[config.mk]
export PLATFORM = sky130hd
export DESIGN_NAME = ssp_top
export DESIGN_NICKNAME = d
export VERILOG_FILES = /design/src/logic/ssp_pkg.sv /design/src/logic/ssp_burst.sv /design/src/logic/ssp_fifo2.sv /design/src/logic/ssp_top.sv
export SDC_FILE = /design/constraint.sdc
export NUM_CORES = 1
export LEC_CHECK = 0
export ABC_AREA = 1
export BUFFER_PORTS_ARGS = -buffer_cell sky130_fd_sc_hd__buf_2
export CORE_ASPECT_RATIO = 1.4
export CORE_UTILIZATION = 57
export DETAILED_ROUTE_END_ITERATION = 8
export PLACE_DENSITY = 0.76
export SETUP_SLACK_MARGIN = 0.5
export SYNTH_ARGS = -nofsm -noshare
export SYNTH_HDL_FRONTEND = slang
export SYNTH_HIERARCHICAL = 1
export SYNTH_SLANG_ARGS = --single-unit
[constraint.sdc]
create_clock -name aclk -period 6.9 [get_ports aclk]
set_clock_uncertainty 0.1 [all_clocks]
set_input_delay 1.035 -clock aclk [delete_from_list [all_inputs] [get_ports aclk]]
set_output_delay 1.035 -clock aclk [all_outputs]
set_load 0.01 [all_outputs]
[src/logic/ssp_pkg.sv]
// Constants and types for the synchronous burst memory data-port block.
// Assumes one 20 MHz clock (aclk) and a synchronous active-low reset.
// Contract
// - Output gate low and nothing masking: data and parity lines are driven.
// - Output gate high: data and parity lines float to act as write inputs.
// - Never drive during write data cycles, the emerging cycle, or while deselected.
// - The output gate acts directly on the drivers, not through the clock.
// - An edge counts only while clock qualify is low; otherwise all state holds. The code still drains a buffered write beat into the array.
// - Clock qualify high stretches the previous cycle and does not deselect.
// - Sleep request puts the device in low power, keeping memory contents.
// - Input data lines are captured into a data register on the rising edge.
// - Read data is the word addressed at the previous rising edge.
// - Parity lanes act as data lanes, written only with their byte select.
// - Burst strap low selects linear order, high or open selects interleaved.
// - Both orders step the two low address bits and wrap after four beats.
// - Byte selects act only with a write; unselected lanes keep their contents.
package ssp_pkg;
   localparam int          SSP_AW        = 4;      // Word address width
   localparam int          SSP_DEPTH     = 16;
   localparam int          SSP_LANES     = 4;
   localparam int          SSP_LANE_W    = 8;
   localparam int          SSP_DW        = 32;
   localparam logic [7:0]  SSP_CTRL_ADDR = 8'h00;  // Control: soft sleep
   localparam logic [7:0]  SSP_STAT_ADDR = 8'h04;  // Status: sleep, order, drive, burst
   localparam int          SSP_CTRL_SLEEP = 0;
   localparam int          SSP_STAT_SLEEP = 0;
   localparam int          SSP_STAT_ORDER = 1;
   localparam int          SSP_STAT_DRIVE = 2;
   localparam int          SSP_STAT_CNT   = 4;
   localparam logic [1:0]  SSP_RESP_OKAY   = 2'h0;
   localparam logic [1:0]  SSP_RESP_SLVERR = 2'h2;
   localparam logic [1:0]  SSP_STEP_ONE    = 2'h1;

   typedef enum logic [1:0] {
      SSP_ST_IDLE  = 2'b00,
      SSP_ST_READ  = 2'b01,
      SSP_ST_WRITE = 2'b10
   } ssp_state_t;

   // Pin bundle, passed through the two-stage synchroniser
   typedef struct packed {
      logic                  cqn;
      logic                  sleep;
      logic                  cs_a_n;
      logic                  cs_b;
      logic                  cs_c_n;
      logic                  adv;
      logic                  write_n;
      logic [SSP_LANES-1:0]  lane_n;
      logic [SSP_AW-1:0]     addr;
      logic [SSP_DW-1:0]     dq;
      logic [SSP_LANES-1:0]  par;
      logic                  mode;
   } ssp_pin_t;

   // One captured write beat
   typedef struct packed {
      logic [SSP_AW-1:0]     addr;
      logic [SSP_DW-1:0]     dq;
      logic [SSP_LANES-1:0]  par;
      logic [SSP_LANES-1:0]  lane_n;
   } ssp_wr_t;
endpackage

[src/logic/ssp_burst.sv]
// Two-bit burst address sequencer, linear or interleaved.
// Load and advance act only while en, the caller's clock-qualify enable, is high.
module ssp_burst
   import ssp_pkg::*;
(
   input  wire logic       aclk,
   input  wire logic       aresetn,
   input  wire logic       en,
   input  wire logic       load,
   input  wire logic       advance,
   input  wire logic [1:0] start,
   input  wire logic       interleaved,
   output logic [1:0]      cnt_d,
   output logic [1:0]      cnt_q
);
   logic [1:0] base_q, base_d, step_q, step_d;

   // Next base and step; the step wraps naturally after four beats
   always_comb begin
      base_d = base_q;
      step_d = step_q;
      if (en && load) begin
         base_d = start;
         step_d = 2'h0;
      end else if (en && advance) begin
         step_d = step_q + SSP_STEP_ONE;
      end
      cnt_d = interleaved ? (base_d ^ step_d) : (base_d + step_d);
   end

   always_ff @(posedge aclk) begin
      if (!aresetn) begin
         base_q <= 2'h0;
         step_q <= 2'h0;
         cnt_q  <= 2'h0;
      end else begin
         base_q <= base_d;
         step_q <= step_d;
         cnt_q  <= cnt_d;
      end
   end

   a_burst_wrap: assert property (@(posedge aclk) disable iff (!aresetn)
      (en && advance && !load && interleaved) |=> (cnt_q == ($past(cnt_q) ^ ($past(step_q) ^ step_q))))
      else $error("interleaved burst step wrong");
endmodule

[src/logic/ssp_fifo2.sv]
// Two-entry buffer with valid/ready on both sides.
// Assumes a single clock; in_ready falls only when both entries hold data.
module ssp_fifo2 #(
   parameter int W = 8
) (
   input  wire logic         aclk,
   input  wire logic         aresetn,
   input  wire logic         in_valid,
   output logic              in_ready,
   input  wire logic [W-1:0] in_data,
   output logic              out_valid,
   input  wire logic         out_ready,
   output logic [W-1:0]      out_data
);
   logic [W-1:0] ent_q [2];
   logic [W-1:0] ent_d [2];
   logic [1:0]   cnt_q, cnt_d;
   logic         wp_q, wp_d, rp_q, rp_d;
   logic         push, pop;

   // Pointer and count bookkeeping
   always_comb begin
      push     = in_valid && in_ready;
      pop      = out_valid && out_ready;
      in_ready = (cnt_q != 2'h2);
      out_valid = (cnt_q != 2'h0);
      out_data = ent_q[rp_q];
      ent_d    = ent_q;
      if (push) ent_d[wp_q] = in_data;
      wp_d  = push ? ~wp_q : wp_q;
      rp_d  = pop ? ~rp_q : rp_q;
      cnt_d = cnt_q + {1'b0, push} - {1'b0, pop};
   end

   always_ff @(posedge aclk) begin
      if (!aresetn) begin
         cnt_q <= 2'h0;
         wp_q  <= 1'b0;
         rp_q  <= 1'b0;
      end else begin
         cnt_q <= cnt_d;
         wp_q  <= wp_d;
         rp_q  <= rp_d;
      end
      ent_q <= ent_d;
   end
endmodule

[src/logic/ssp_top.sv]
// Data-port logic of a flow-through synchronous burst memory with AXI4-Lite status.
// Assumes pins come from outside the aclk domain; the output gate acts without the clock.
module ssp_top
   import ssp_pkg::*;
(
   input  wire logic                  aclk,
   input  wire logic                  aresetn,
   input  wire logic                  clock_qualify_n,
   input  wire logic                  sleep_request,
   input  wire logic                  chip_select_a_n,
   input  wire logic                  chip_select_b,
   input  wire logic                  chip_select_c_n,
   input  wire logic                  advance_or_load,
   input  wire logic                  write_n,
   input  wire logic [SSP_LANES-1:0]  byte_lane_write_n,
   input  wire logic [SSP_AW-1:0]     addr,
   input  wire logic                  output_gate_n,
   input  wire logic                  burst_order,
   input  wire logic [SSP_DW-1:0]     dq_in,
   output logic [SSP_DW-1:0]          dq_out,
   output logic [SSP_DW-1:0]          dq_oe,
   input  wire logic [SSP_LANES-1:0]  parity_lanes_in,
   output logic [SSP_LANES-1:0]       parity_lanes_out,
   output logic [SSP_LANES-1:0]       parity_lanes_oe,
   input  wire logic                  s_axi_awvalid,
   output logic                       s_axi_awready,
   input  wire logic [7:0]            s_axi_awaddr,
   input  wire logic                  s_axi_wvalid,
   output logic                       s_axi_wready,
   input  wire logic [31:0]           s_axi_wdata,
   input  wire logic [3:0]            s_axi_wstrb,
   output logic                       s_axi_bvalid,
   input  wire logic                  s_axi_bready,
   output logic [1:0]                 s_axi_bresp,
   input  wire logic                  s_axi_arvalid,
   output logic                       s_axi_arready,
   input  wire logic [7:0]            s_axi_araddr,
   output logic                       s_axi_rvalid,
   input  wire logic                  s_axi_rready,
   output logic [31:0]                s_axi_rdata,
   output logic [1:0]                 s_axi_rresp
);
   ssp_pin_t   raw, meta_q, pin_q;
   ssp_state_t state_q, state_d;
   logic [1:0] hi_q, hi_d, cnt_d, cnt_q;
   logic [SSP_DW+SSP_LANES-1:0] mem_q [SSP_DEPTH];
   logic [SSP_DW+SSP_LANES-1:0] mem_d [SSP_DEPTH];
   logic [SSP_DW-1:0]    rd_q, rd_d;
   logic [SSP_LANES-1:0] rp_q, rp_d, lane_we;
   logic       drive_q, drive_d, asleep_q, asleep_d, soft_sleep_q, soft_sleep_d;
   logic       en, load, sel, buf_in_ready, buf_out_valid, push, drain;
   ssp_wr_t    wr_beat, buf_out;
   logic [SSP_AW-1:0] addr_d;

   // Bundle the pins so one synchroniser covers them all
   always_comb begin
      raw         = '0;
      raw.cqn     = clock_qualify_n;
      raw.sleep   = sleep_request;
      raw.cs_a_n  = chip_select_a_n;
      raw.cs_b    = chip_select_b;
      raw.cs_c_n  = chip_select_c_n;
      raw.adv     = advance_or_load;
      raw.write_n = write_n;
      raw.lane_n  = byte_lane_write_n;
      raw.addr    = addr;
      raw.dq      = dq_in;
      raw.par     = parity_lanes_in;
      raw.mode    = burst_order;
   end

   // Two flops per pin; only pin_q is read by logic
   always_ff @(posedge aclk) begin
      meta_q <= raw;
      pin_q  <= meta_q;
   end

   // Sleep follows the pin or the soft bit; a full buffer also stalls the edge
   always_comb begin
      asleep_d = pin_q.sleep || soft_sleep_q;
      en       = !pin_q.cqn && !asleep_q && buf_in_ready;
      load     = !pin_q.adv;
      sel      = !pin_q.cs_a_n && pin_q.cs_b && !pin_q.cs_c_n;
   end

   ssp_burst u_burst (
      .aclk        (aclk),
      .aresetn     (aresetn),
      .en          (en),
      .load        (load && sel),
      .advance     (!load && (state_q != SSP_ST_IDLE)),
      .start       (pin_q.addr[1:0]),
      .interleaved (pin_q.mode),
      .cnt_d       (cnt_d),
      .cnt_q       (cnt_q)
   );

   // Access pipeline: load, advance or hold; held state stretches the cycle
   always_comb begin
      state_d = state_q;
      hi_d    = hi_q;
      drive_d = drive_q;
      rd_d    = rd_q;
      rp_d    = rp_q;
      if (en) begin
         if (load && sel) begin
            state_d = pin_q.write_n ? SSP_ST_READ : SSP_ST_WRITE;
            hi_d    = pin_q.addr[3:2];
         end else if (load) begin
            state_d = SSP_ST_IDLE;                            // Deselect
         end
      end
      addr_d = {hi_d, cnt_d};
      if (en) begin
         // Only a read data cycle drives; write, deselect and idle stay off
         drive_d = (state_d == SSP_ST_READ);
         {rp_d, rd_d} = mem_q[addr_d];                        // Parity sits above data
      end
      if (asleep_q) drive_d = 1'b0;
   end

   always_ff @(posedge aclk) begin
      if (!aresetn) begin
         state_q  <= SSP_ST_IDLE;
         hi_q     <= 2'h0;
         drive_q  <= 1'b0;
         asleep_q <= 1'b0;
         rd_q     <= '0;
         rp_q     <= '0;
      end else begin
         state_q  <= state_d;
         hi_q     <= hi_d;
         drive_q  <= drive_d;
         asleep_q <= asleep_d;
         rd_q     <= rd_d;
         rp_q     <= rp_d;
      end
   end

   // Output drivers; the gate is combined without sampling so it acts at once
   always_comb begin
      dq_out           = rd_q;
      parity_lanes_out = rp_q;
      dq_oe            = {SSP_DW{drive_q && !output_gate_n}};
      parity_lanes_oe  = {SSP_LANES{drive_q && !output_gate_n}};
   end

   // Write data cycle: capture the input lines with their lane selects
   always_comb begin
      push           = en && (state_q == SSP_ST_WRITE);
      wr_beat.addr   = {hi_q, cnt_q};
      wr_beat.dq     = pin_q.dq;
      wr_beat.par    = pin_q.par;
      wr_beat.lane_n = pin_q.lane_n;
   end

   // The array stops taking words while asleep; any pending word waits in the buffer
   ssp_fifo2 #(.W($bits(ssp_wr_t))) u_wbuf (
      .aclk      (aclk),
      .aresetn   (aresetn),
      .in_valid  (push),
      .in_ready  (buf_in_ready),
      .in_data   (wr_beat),
      .out_valid (buf_out_valid),
      .out_ready (!asleep_q),
      .out_data  (buf_out)
   );

   // Lane writes: data byte and its parity bit move together, selected lanes only
   assign drain = buf_out_valid && !asleep_q;
   for (genvar l = 0; l < SSP_LANES; l++) begin : g_lane
      assign lane_we[l] = drain && !buf_out.lane_n[l];
   end

   // One process owns the array, so per-lane writes cannot clash as drivers
   always_comb begin
      mem_d = mem_q;
      for (int l = 0; l < SSP_LANES; l++) begin
         if (lane_we[l]) begin
            mem_d[buf_out.addr][l*SSP_LANE_W +: SSP_LANE_W] = buf_out.dq[l*SSP_LANE_W +: SSP_LANE_W];
            mem_d[buf_out.addr][SSP_DW + l]                = buf_out.par[l];
         end
      end
   end

   // Array has no reset; contents stay undefined until written
   always_ff @(posedge aclk) begin
      mem_q <= mem_d;
   end

   // AXI4-Lite slave: soft sleep control and a status word
   logic        aw_have_q, aw_have_d, w_have_q, w_have_d;
   logic [7:0]  awaddr_q, awaddr_d;
   logic [31:0] wdata_q, wdata_d, rdata_d, stat;
   logic [3:0]  wstrb_q, wstrb_d;
   logic        awready_d, wready_d, bvalid_d, arready_d, rvalid_d;
   logic [1:0]  bresp_d, rresp_d;

   always_comb begin
      aw_have_d    = aw_have_q;
      w_have_d     = w_have_q;
      awaddr_d     = awaddr_q;
      wdata_d      = wdata_q;
      wstrb_d      = wstrb_q;
      bvalid_d     = s_axi_bvalid;
      bresp_d      = s_axi_bresp;
      rvalid_d     = s_axi_rvalid;
      rdata_d      = s_axi_rdata;
      rresp_d      = s_axi_rresp;
      soft_sleep_d = soft_sleep_q;
      stat = '0;
      stat[SSP_STAT_SLEEP] = asleep_q;
      stat[SSP_STAT_ORDER] = pin_q.mode;
      stat[SSP_STAT_DRIVE] = drive_q;
      stat[SSP_STAT_CNT +: 2] = cnt_q;
      if (s_axi_awvalid && s_axi_awready) begin
         aw_have_d = 1'b1;
         awaddr_d  = s_axi_awaddr;
      end
      if (s_axi_wvalid && s_axi_wready) begin
         w_have_d = 1'b1;
         wdata_d  = s_axi_wdata;
         wstrb_d  = s_axi_wstrb;
      end
      if (s_axi_bvalid && s_axi_bready) bvalid_d = 1'b0;
      if (aw_have_q && w_have_q && !s_axi_bvalid) begin
         aw_have_d = 1'b0;
         w_have_d  = 1'b0;
         bvalid_d  = 1'b1;
         bresp_d   = SSP_RESP_OKAY;
         if (awaddr_q == SSP_CTRL_ADDR) begin
            if (wstrb_q[0]) soft_sleep_d = wdata_q[SSP_CTRL_SLEEP];
         end else if (awaddr_q != SSP_STAT_ADDR) begin
            bresp_d = SSP_RESP_SLVERR;                        // Unmapped
         end
      end
      if (s_axi_rvalid && s_axi_rready) rvalid_d = 1'b0;
      if (s_axi_arvalid && s_axi_arready) begin
         rvalid_d = 1'b1;
         rresp_d  = SSP_RESP_OKAY;
         rdata_d  = '0;
         if (s_axi_araddr == SSP_CTRL_ADDR) rdata_d[SSP_CTRL_SLEEP] = soft_sleep_q;
         else if (s_axi_araddr == SSP_STAT_ADDR) rdata_d = stat;
         else rresp_d = SSP_RESP_SLVERR;
      end
      // Ready is registered, so it looks one cycle ahead at the held state
      awready_d = !aw_have_d && !bvalid_d;
      wready_d  = !w_have_d && !bvalid_d;
      arready_d = !rvalid_d;
   end

   always_ff @(posedge aclk) begin
      if (!aresetn) begin
         aw_have_q     <= 1'b0;
         w_have_q      <= 1'b0;
         awaddr_q      <= '0;
         wdata_q       <= '0;
         wstrb_q       <= '0;
         soft_sleep_q  <= 1'b0;
         s_axi_awready <= 1'b0;
         s_axi_wready  <= 1'b0;
         s_axi_bvalid  <= 1'b0;
         s_axi_bresp   <= SSP_RESP_OKAY;
         s_axi_arready <= 1'b0;
         s_axi_rvalid  <= 1'b0;
         s_axi_rdata   <= '0;
         s_axi_rresp   <= SSP_RESP_OKAY;
      end else begin
         aw_have_q     <= aw_have_d;
         w_have_q      <= w_have_d;
         awaddr_q      <= awaddr_d;
         wdata_q       <= wdata_d;
         wstrb_q       <= wstrb_d;
         soft_sleep_q  <= soft_sleep_d;
         s_axi_awready <= awready_d;
         s_axi_wready  <= wready_d;
         s_axi_bvalid  <= bvalid_d;
         s_axi_bresp   <= bresp_d;
         s_axi_arready <= arready_d;
         s_axi_rvalid  <= rvalid_d;
         s_axi_rdata   <= rdata_d;
         s_axi_rresp   <= rresp_d;
      end
   end

   // Checks next to the logic they guard
   a_gate_drives: assert property (@(posedge aclk) disable iff (!aresetn)
      (drive_q && !output_gate_n) |-> (dq_oe == '1) && (parity_lanes_oe == '1))
      else $error("gate low with read data but lines not driven");
   a_gate_floats: assert property (@(posedge aclk) disable iff (!aresetn)
      output_gate_n |-> (dq_oe == '0) && (parity_lanes_oe == '0))
      else $error("lines driven while gate high");
   a_write_floats: assert property (@(posedge aclk) disable iff (!aresetn)
      (state_q != SSP_ST_READ) |-> (dq_oe == '0))
      else $error("lines driven outside a read data cycle");
   a_qualify_hold: assert property (@(posedge aclk) disable iff (!aresetn)
      (!en && !asleep_q) |=> $stable(state_q) && $stable(hi_q) && $stable(rd_q) && $stable(cnt_q))
      else $error("state moved on an unqualified edge");
   a_sleep_quiet: assert property (@(posedge aclk) disable iff (!aresetn)
      asleep_q |=> !drive_q ##0 !push)
      else $error("activity while asleep");
   a_capture_beat: assert property (@(posedge aclk) disable iff (!aresetn)
      (en && state_q == SSP_ST_WRITE) |-> push && (wr_beat.dq == pin_q.dq))
      else $error("write beat not captured");
   a_flow_read: assert property (@(posedge aclk) disable iff (!aresetn)
      (en && state_d == SSP_ST_READ && !drain) |=> (rd_q == $past(mem_q[addr_d][SSP_DW-1:0])))
      else $error("read data not from the addressed word");
   a_lane_keep: assert property (@(posedge aclk) disable iff (!aresetn)
      (drain && buf_out.lane_n[0]) |=> (mem_q[$past(buf_out.addr)][SSP_DW] ==
                                         $past(mem_q[buf_out.addr][SSP_DW])))
      else $error("unselected parity lane changed");
endmodule
## Word-level counts from Yosys, hierarchy flattened

Index checks and enable logic that the tools add are counted.

- Bitwise logic cells: 8
- Muxes and demuxes: 62
- Magnitude comparators: 6
- Equal/unequal tests: 5
- Add/sub/neg operators: 4
- Reduce and logical (&&, ||, !) cells: 49

Operators with widths:

| cell | number |
|---|---|
| bitwise mux 576 bit | 8 |
| 2-to-1 mux 576 bit | 4 |
| demux 36 bit (select 4 bit) | 8 |
| 2-to-1 mux 44 bit | 4 |
| binary-select mux 36 bit (select 4 bit) | 1 |
| 2-to-1 mux 36 bit | 3 |
| bitwise mux 88 bit | 1 |
| demux 44 bit (select 1 bit) | 1 |
| 2-to-1 mux 35 bit | 1 |
| 2-to-1 mux 34 bit | 1 |
| 2-to-1 mux 33 bit | 1 |
| 2-to-1 mux 32 bit | 1 |
| 2-to-1 mux 31 bit | 1 |
| 2-to-1 mux 2 bit | 14 |
| logical AND 1 bit | 27 |
| 2-to-1 mux 24 bit | 1 |
| logical NOT 8 bit | 2 |
| 2-to-1 mux 16 bit | 1 |
| logical NOT 1 bit | 15 |
| greater-or-equal comparator 5 bit, second input constant | 2 |
| inverter 4 -> 5 bit | 2 |
| 2-to-1 mux 1 bit | 9 |
| == test 8 x 3 -> 1 bit, second input constant | 1 |
| 2-to-1 mux 8 bit | 1 |
| other kinds (19) | 24 |

- Input port bits: 112
- Word-level logic and storage cells: 202
- Output and inout port bits: 113
- Flip-flop bits (word level): 874

## Logic depth before layout (Yosys ltp)

Gate-level depths: netlist (run 1).

- Depth after elaboration: 21
- Mapped depth: 30
- Mapped depth without buffers: 26

## Cells and area by module

Netlist (run 1), hierarchy kept.

By module, submodules not included:

| module | times used | area an instance (sq um) | cells an instance | sequential area each (sq um) |
|---|---|---|---|---|
| ssp_top | 1 | 29701.0 | 2812 | 20719.9 |
| ssp_fifo2 | 1 | 3450.8 | 263 | 2722.6 |
| ssp_burst | 1 | 327.8 | 51 | 120.1 |

## Least setup slack after synthesis (run 1)

OpenSTA, ideal clock, no wires.

- Kind: flip-flop to flip-flop
- Start point: register u_wbuf.cnt_q[0]
- End point: register u_wbuf/ent_q[44] in the netlist's numbering (enable)
- Path slack: 2837 ps
- Clock period less this slack: 4063 ps
- Library setup time: 445 ps
- Arrival time: 3518 ps
- Buffers on the path: 2
- Data required time: 6355 ps
- Cell stages (with the launch flop): 11
- Path through: dfxtp_1 inv_1 nand2_2 nand2_2 nor2_8 buf_2 clkbuf_1 nand2_1 nor2_1 nand2_4 nor2_1

- Cells in the longest elaborated chain, start to end: 4

RTL lines:

| item | line | source |
|---|---|---|
| from (decl) | ssp_fifo2.sv:17 | `logic [1:0] cnt_q, cnt_d;` |
| from (signal assigned) | ssp_fifo2.sv:41 | `cnt_q <= cnt_d;` |
| inequality test 2 bit | ssp_fifo2.sv:25 | `in_ready = (cnt_q != 2'h2);` |
| via buf_in_ready | ssp_top.sv:51 | `logic en, load, sel, buf_in_ready, buf_out_valid, push, drain;` |
| logical AND 1 bit | ssp_top.sv:81 | `en = !pin_q.cqn && !asleep_q && buf_in_ready;` |
| via en | ssp_top.sv:51 |  |
| logical AND 1 bit | ssp_top.sv:150 | `push = en && (state_q == SSP_ST_WRITE);` |
| via push | ssp_top.sv:51 |  |
| logical AND 1 bit | ssp_fifo2.sv:23 | `push = in_valid && in_ready;` |
| to (signal assigned) | ssp_fifo2.sv:45 | `ent_q <= ent_d;` |
| to (decl) | ssp_fifo2.sv:15 | `logic [W-1:0] ent_q [2];` |

The timed path passes the listed nets, and every way through them passes these cells.
A chain may end at the register's enable or synchronous reset.

## Final worst setup path (run 1)

- Start point: register u_wbuf.cnt_q[0]
- End point: register rd_q[16] (netlist: dq_out[16])

- Elaborated cells on any way between the ends: 15
- Those cells by class: add/sub (1); eq/ne (1); mux (8); bitwise (2); reduce/logical (3)

RTL lines:

| item | line | source |
|---|---|---|
| inequality test 2 bit | ssp_fifo2.sv:25 |  |
| via buf_in_ready | ssp_top.sv:51 |  |
| logical AND 1 bit | ssp_top.sv:81 |  |
| logical AND 1 bit | ssp_burst.sv:22 | `if (en && load) begin` |
| 2-to-1 mux 2 bit | ssp_burst.sv:22 |  |
| via u_burst.base_d[0] | ssp_burst.sv:16 | `logic [1:0] base_q, base_d, step_q, step_d;` |
| adder 2 bit | ssp_burst.sv:28 | `cnt_d = interleaved ? (base_d ^ step_d) : (base_d + step_d);` |
| 2-to-1 mux 2 bit | ssp_burst.sv:28 |  |
| via cnt_d[1] | ssp_top.sv:45 | `logic [1:0] hi_q, hi_d, cnt_d, cnt_q;` |
| inverter 4 -> 5 bit (implied by the code) | ssp_top.sv:117 | `{rp_d, rd_d} = mem_q[addr_d];` |
| binary-select mux 36 bit (select 4 bit) | ssp_top.sv:117 |  |
| 2-to-1 mux 36 bit (implied by the code) (2 in a row) | ssp_top.sv:117 |  |
| to (signal assigned) | ssp_top.sv:135 | `rd_q <= rd_d;` |
| to (decl) | ssp_top.sv:48 | `logic [SSP_DW-1:0] rd_q, rd_d;` |

The timed path passes the listed nets, and every way through them passes these cells. The select of a mux whose other input is x is not followed.

==> results of run 1 <==
power groups by stage:
stage	sequential [mW]	clock, mW	combinational [mW]
after floorplan	6.04	0	0.851
after global placement	6.03	0	1.25
after detailed placement	6.05	0	1.31
after CTS	5.94	4.33	1.32
after global routing	5.95	4.52	1.46
final	5.94	4.31	1.34
per-layer routing:
metal | global-route usage (%) | share of wire (%) | routed length (µm)
met1 | 31.31 | 35 | 27870
met2 | 46.54 | 52 | 41070
met5 | 0 | 0 | 0
met3 | 4.536 | 8.6 | 6823
met4 | 13.47 | 4.4 | 3469
layout by cell type, fill, tap and decap left out, drive strengths merged, types with 3 or more instances in the layout:
| master | synthesis | final |
|---|---|---|
| nand2 | 984 | 984 |
| edfxtp | 664 | 664 |
| nand3 | 518 | 518 |
| nor2 | 337 | 337 |
| dfxtp | 181 | 181 |
| buf | 179 | 180 |
| inv | 130 | 138 |
| clkbuf | 50 | 95 |
| clkinv | 17 | 45 |
| conb | 1 | 29 |
| a21oi | 21 | 21 |
| o21ai | 15 | 15 |
| bufinv | 0 | 8 |
| nor3 | 7 | 7 |
| nor4 | 5 | 5 |
| or2 | 4 | 4 |
| clkinvlp | 0 | 3 |
state kept, by name (all words and copies together) (netlist names), 2 cells and up:
signal and count:
meta_q 52, awaddr_q 8, state_q 2, u_wbuf/cnt_q 2
u_burst/step_q 2, u_burst/cnt_q 2, s_axi_rdata 5, mem_q 576
u_burst/base_q 2, parity_lanes_out 4, dq_out 32, pin_q 52
hi_q 2, u_wbuf/ent_q 88
layout make-up:
class | instances | area share (%)
repair buffers | 180 | 2.617
inverters | 147 | 1.543
well taps | 742 | 2.528
clock buffers | 95 | 5.693
flip-flops and latches | 845 | 64.17
clock inverters | 47 | 1.250
multi-input cells | 1933 | 22.20
kinds of logic (layout without fill, tap and decap cells):
kind of cell	count (synthesis)	after routing	share of synthesized area, %
flip-flops	845	845	70.38
buffers and inverters	376	469	5.658
adder cells (fa/ha/maj)	2	2	0.07473
AO/OA/AOI/OAI	43	43	0.7251
XOR/XNOR	1	1	0.02617
other	1	29	0.01120
AND/OR/NAND/NOR	1858	1858	23.13
stage by stage:
step                hold slack (ns)  utilization, %  worst slack [ns]
CTS                          0.2254           63.56             1.637
global route                 0.2315           63.56             1.260
detailed placement           0.2121           59.15             1.692
finish                       0.2230           63.56             1.586
global placement             0.2118           59.15             1.839
floorplan                    0.2096               -             2.837
how the worst max path moves through the flow:
stage               slack, ns          endpoint            start  cells past startpoint
global placement         1.84        dq_out[16]  u_wbuf/cnt_q[0]                     26
finish                   1.59        dq_out[16]  u_wbuf/cnt_q[0]                     26
floorplan                2.84  u_wbuf/ent_q[44]  u_wbuf/cnt_q[0]                     10
detailed placement       1.69        dq_out[16]  u_wbuf/cnt_q[0]                     26
global route             1.26        dq_out[16]  u_wbuf/cnt_q[0]                     26
CTS                      1.64        dq_out[16]  u_wbuf/cnt_q[0]                     26
==> impl_metrics.tcl, run 1 <==
set metrics [dict create \
    hold_viol 0 \
    stdcell_count 3989 \
    syn-cell-area_um2 33480 \
    swShare_pct 25.70 \
    yosysTopAreaCell "edfxtp_1" \
    nets 3298 \
    cap_viol_max_count 0 \
    synthArstFlopShare_pct 0 \
    synth_top_area_share_pct 59.56 \
    synth.avg_cell_area_um2 10.71 \
    grt_usage_pct 26.56 \
    dp_hpwl_um 46590 \
    status "finished, violations left" \
    power.internal_mw 8.610 \
    fp.dieH_um 288.8 \
    n_fill_cell 4319 \
    clock.fmax_mhz 188.2 \
    drv_slew 0 \
    crit_buf_inv 8 \
    cts.sinks 845 \
    arrival_ns 5.73 \
    ys_types 38 \
    hold_depth 0 \
    design_area_um2 36720 \
    hp-start "meta_q[43]" \
    hp-class "register to register" \
    rows 104 \
    fp.dieW_um 206.8 \
    r2r-end "dq_out[16]" \
    p_per_area_nw_per_um2 315.5 \
    grt_pass1_wl_um 119000 \
    core_um2 57780 \
    antenna_found_initial 0 \
    relSlewSlack_pct 12.60 \
    holdPathEnd "pin_q[43]" \
    ant_nets 0 \
    numPortBuffers 161 \
    violations "DRC" \
    post-route-drc-count 3 \
    seqPwrFrac_pct 51.2 \
    p_leak_nw 14.56 \
    dr_total_vias 22580 \
    p_sw_mw 2.978 \
    yosysWarnings 6 \
    syn2layout_area_growth_pct 9.687 \
    required_ns 7.32 \
    r2r_slack_ns 1.59 \
    cts_hold_buffers 0 \
    ioPinCount 225 \
    yosys_most_used_dff "edfxtp_1" \
    multi_input_area_um2 8153 \
    wirelength_um 79230 \
    setup.worst_path.end_class "register" \
    crit_type "register to register" \
    dpl.cell_count 3847 \
    worst_path_max_delay_cell "inv_6" \
    clk_latency_ns 0.62 \
    drt-pass1-iter-count 9 \
    synthTopCellsByCount "975 x nand2_1, 664 x edfxtp_1, 516 x nand3_1" \
    setup_violations 0 \
    placed_area_um2 34170 \
    wire_per_inst_um 19.86 \
    grt_overflow 0 \
    cts_tree "yes" \
    combPwrFrac_pct 11.5 \
    worstPathMaxFanout 121 \
    start_kind "register" \
    drive_gt1_share_pct 10.10 \
    drt-initial-drc-count 2352 \
    rr_worst_depth 26 \
    min_period_over_period_pct 77.01 \
    rsz0062_at_grt "no" \
    cts_max_level 3 \
    ff_latch_area_um2 23560 \
    routabilityCongestion 0.8169 \
    yosysSeqAreaShare_pct 70.38 \
    die_area_um2 59720 \
    cts-root-buf "clkbuf_16" \
    period_minus_slack_ns 5.314 \
    numCtsBuffers 77 \
    vdd_drop_max_mv 0.1703 \
    initial_core_util_pct 57.95 \
    grt_start_max_net_pins 176 \
    yosysMostFrequentCell "nand2_1" \
    path_delay_family "simple AND/OR/NAND/NOR gates" \
    cp_slowest_stage_delay_ns 0.79 \
    ys_ff_latch 845 \
    cts_resized 0 \
    p_total_mw 11.59 \
    worst_r2r_startpoint "u_wbuf/cnt_q[0]" \
    p_clk_share_pct 37.2 \
    final.setup.tns_ns 0 \
    viasPerCell 5.661 \
    postCtsSetupRepairBufs 0 \
    clockBufferDepth 3 \
    syn_inst 3126 \
    synth_edf_count 664 \
    synth_area_leaders "edfxtp_1 60%, nand2_1 11%, dfxtp_1 11%, nand3_1 7.7%, nor2_1 3.7%" \
    antenna-diode-count 0 \
    worst_pin_slew_ns 1.311 \
    grt_pass1_vias 21890 \
    clk_pin_slew_ns 0.06 \
]
(Power assumes the default switching activity.)
==> run 2: changes to the inputs <==
Clock period 6.9 ns to 5.2 ns, I/O delays scaled along.
==> impl_metrics.tcl, run 2 (synthesized netlist as in run 1, its figures left out) <==
set metrics [dict create \
    worstPathMaxFanout 62 \
    vdd_drop_max_mv 0.2454 \
    drv_slew 0 \
    cts_resized 0 \
    cts-root-buf "clkbuf_16" \
    cap_viol_max_count 0 \
    worst_pin_slew_ns 1.186 \
    p_per_area_nw_per_um2 422.4 \
    viasPerCell 5.658 \
    top_regs "mem_q x576, u_wbuf/ent_q x88" \
    hp-start "dq_in[29]" \
    dr_total_vias 22630 \
    crit_type "register to register" \
    clock.fmax_mhz 228.9 \
    layout_common_cells "975 x nand2_1, 664 x edfxtp_1, 516 x nand3_1" \
    n_fill_cell 4245 \
    hold_depth 1 \
    arrival_ns 4.80 \
    path_delay_family "simple AND/OR/NAND/NOR gates" \
    worst_path_max_delay_cell "inv_4" \
    core_um2 57780 \
    largest_register_ffs 576 \
    grt_start_max_net_pins 145 \
    grt_pass1_vias 22080 \
    crit_buf_inv 8 \
    holdPathEnd "meta_q[34]" \
    period_minus_slack_ns 4.370 \
    fp.dieW_um 206.8 \
    worst_r2r_startpoint "u_wbuf/cnt_q[0]" \
    ioPinCount 225 \
    p_leak_nw 14.68 \
    min_period_over_period_pct 84.03 \
    die_area_um2 59720 \
    cts_tree "yes" \
    start_kind "register" \
    post-route-drc-count 1 \
    r2r-end "dq_out[16]" \
    grt_usage_pct 27.05 \
    cts_max_level 3 \
    grt_overflow 0 \
    grt_pass1_wl_um 121000 \
    numCtsBuffers 78 \
    syn2layout_area_growth_pct 10.40 \
    rows 104 \
    nets 3305 \
    antenna_found_initial 0 \
    required_ns 5.63 \
    drive_gt1_share_pct 10.44 \
    drt-initial-drc-count 2477 \
    multi_input_area_um2 8153 \
    hp-class "primary input to register" \
    postCtsSetupRepairBufs 0 \
    fp.dieH_um 288.8 \
    status "finished, violations left" \
    drt-pass1-iter-count 9 \
    antenna-diode-count 0 \
    ff_latch_area_um2 23560 \
    final.setup.tns_ns 0 \
    initial_core_util_pct 57.95 \
    r2r_slack_ns 0.83 \
    holdWs_ns 0.1400 \
    cts.sinks 845 \
    wirelength_um 79650 \
    clk_pin_slew_ns 0.07 \
    rr_worst_depth 26 \
    numPortBuffers 161 \
    setup_violations 0 \
    clk_latency_ns 0.64 \
    relSlewSlack_pct 20.62 \
    rsz0062_at_grt "no" \
    clockBufferDepth 3 \
    setup.worst_path.end_class "register" \
    cp_slowest_stage_delay_ns 0.52 \
    dp_hpwl_um 47810 \
    ant_nets 0 \
    routabilityCongestion 0.8425 \
    hold_viol 0 \
    largest_register "mem_q" \
    cts_hold_buffers 0 \
    violations "DRC" \
    wire_per_inst_um 19.92 \
    mostFrequentLayoutCell "nand2_1" \
]
-- run 2: changes by cell type in the layout (fill, tap and decap cells not counted), moves of 2 or more --
cell and delta:
clkbuf_16 +5, inv_6 -2, clkbuf_1 +5, clkinv_4 +2, clkinv_1 -8, buf_12 +5
clkinvlp_2 -2
-- run 2: worst max path at each step --
stage,depth (start not counted),start,slack [ns],to
finish,26,u_wbuf/cnt_q[0],0.83,dq_out[16]
global route,26,u_wbuf/cnt_q[0],0.52,dq_out[16]
CTS,26,u_wbuf/cnt_q[0],0.93,dq_out[16]
detailed placement,26,u_wbuf/cnt_q[0],1.0,dq_out[21]
global placement,26,u_wbuf/cnt_q[0],1.15,dq_out[16]
floorplan,10,u_wbuf/cnt_q[0],1.14,u_wbuf/ent_q[44]
-- run 2: layout make-up --
cell class | instances | area share [%]
Clock buffer | 106 | 6.076
Clock inverter | 40 | 1.188
Multi-Input combinational cell | 1933 | 22.06
Sequential cell | 845 | 63.75
Tap cell | 742 | 2.512
Timing Repair Buffer | 186 | 2.891
Inverter | 147 | 1.527
-- run 2: report_power, final --
| part | leakage (nW) | internal, mW | switching [mW] |
|---|---|---|---|
| Sequential | 7.36 | 7.79 | 0.114 |
| Clock | 1.33 | 3.46 | 2.49 |
| Combinational | 6.00 | 0.363 | 1.40 |
| Total | 14.7 | 11.6 | 4.00 |
-- run 2: stage by stage --
step                power (mW)  worst slack [ns]  area [µm²]  util (%)  cells
floorplan                9.142             1.137       33580         -   3154
global placement         9.677             1.148       34280     59.33   3853
detailed placement       9.765            0.9958       34280     59.33   3853
CTS                      15.63            0.9302       36960     63.98   3999
global route             16.07            0.5190       36960     63.98   3999
finish                   15.61            0.8305       36960     63.98   3999
-- run 2: per-layer routing --
metal  wire length [µm]  vias up  GRT usage (%)
met1              27780    10710          32.39
met3               6760      256          4.028
met5                  0        -              0
met4               3622        0          13.96
li1                   -    10490              -
met2              41490     1175          47.17
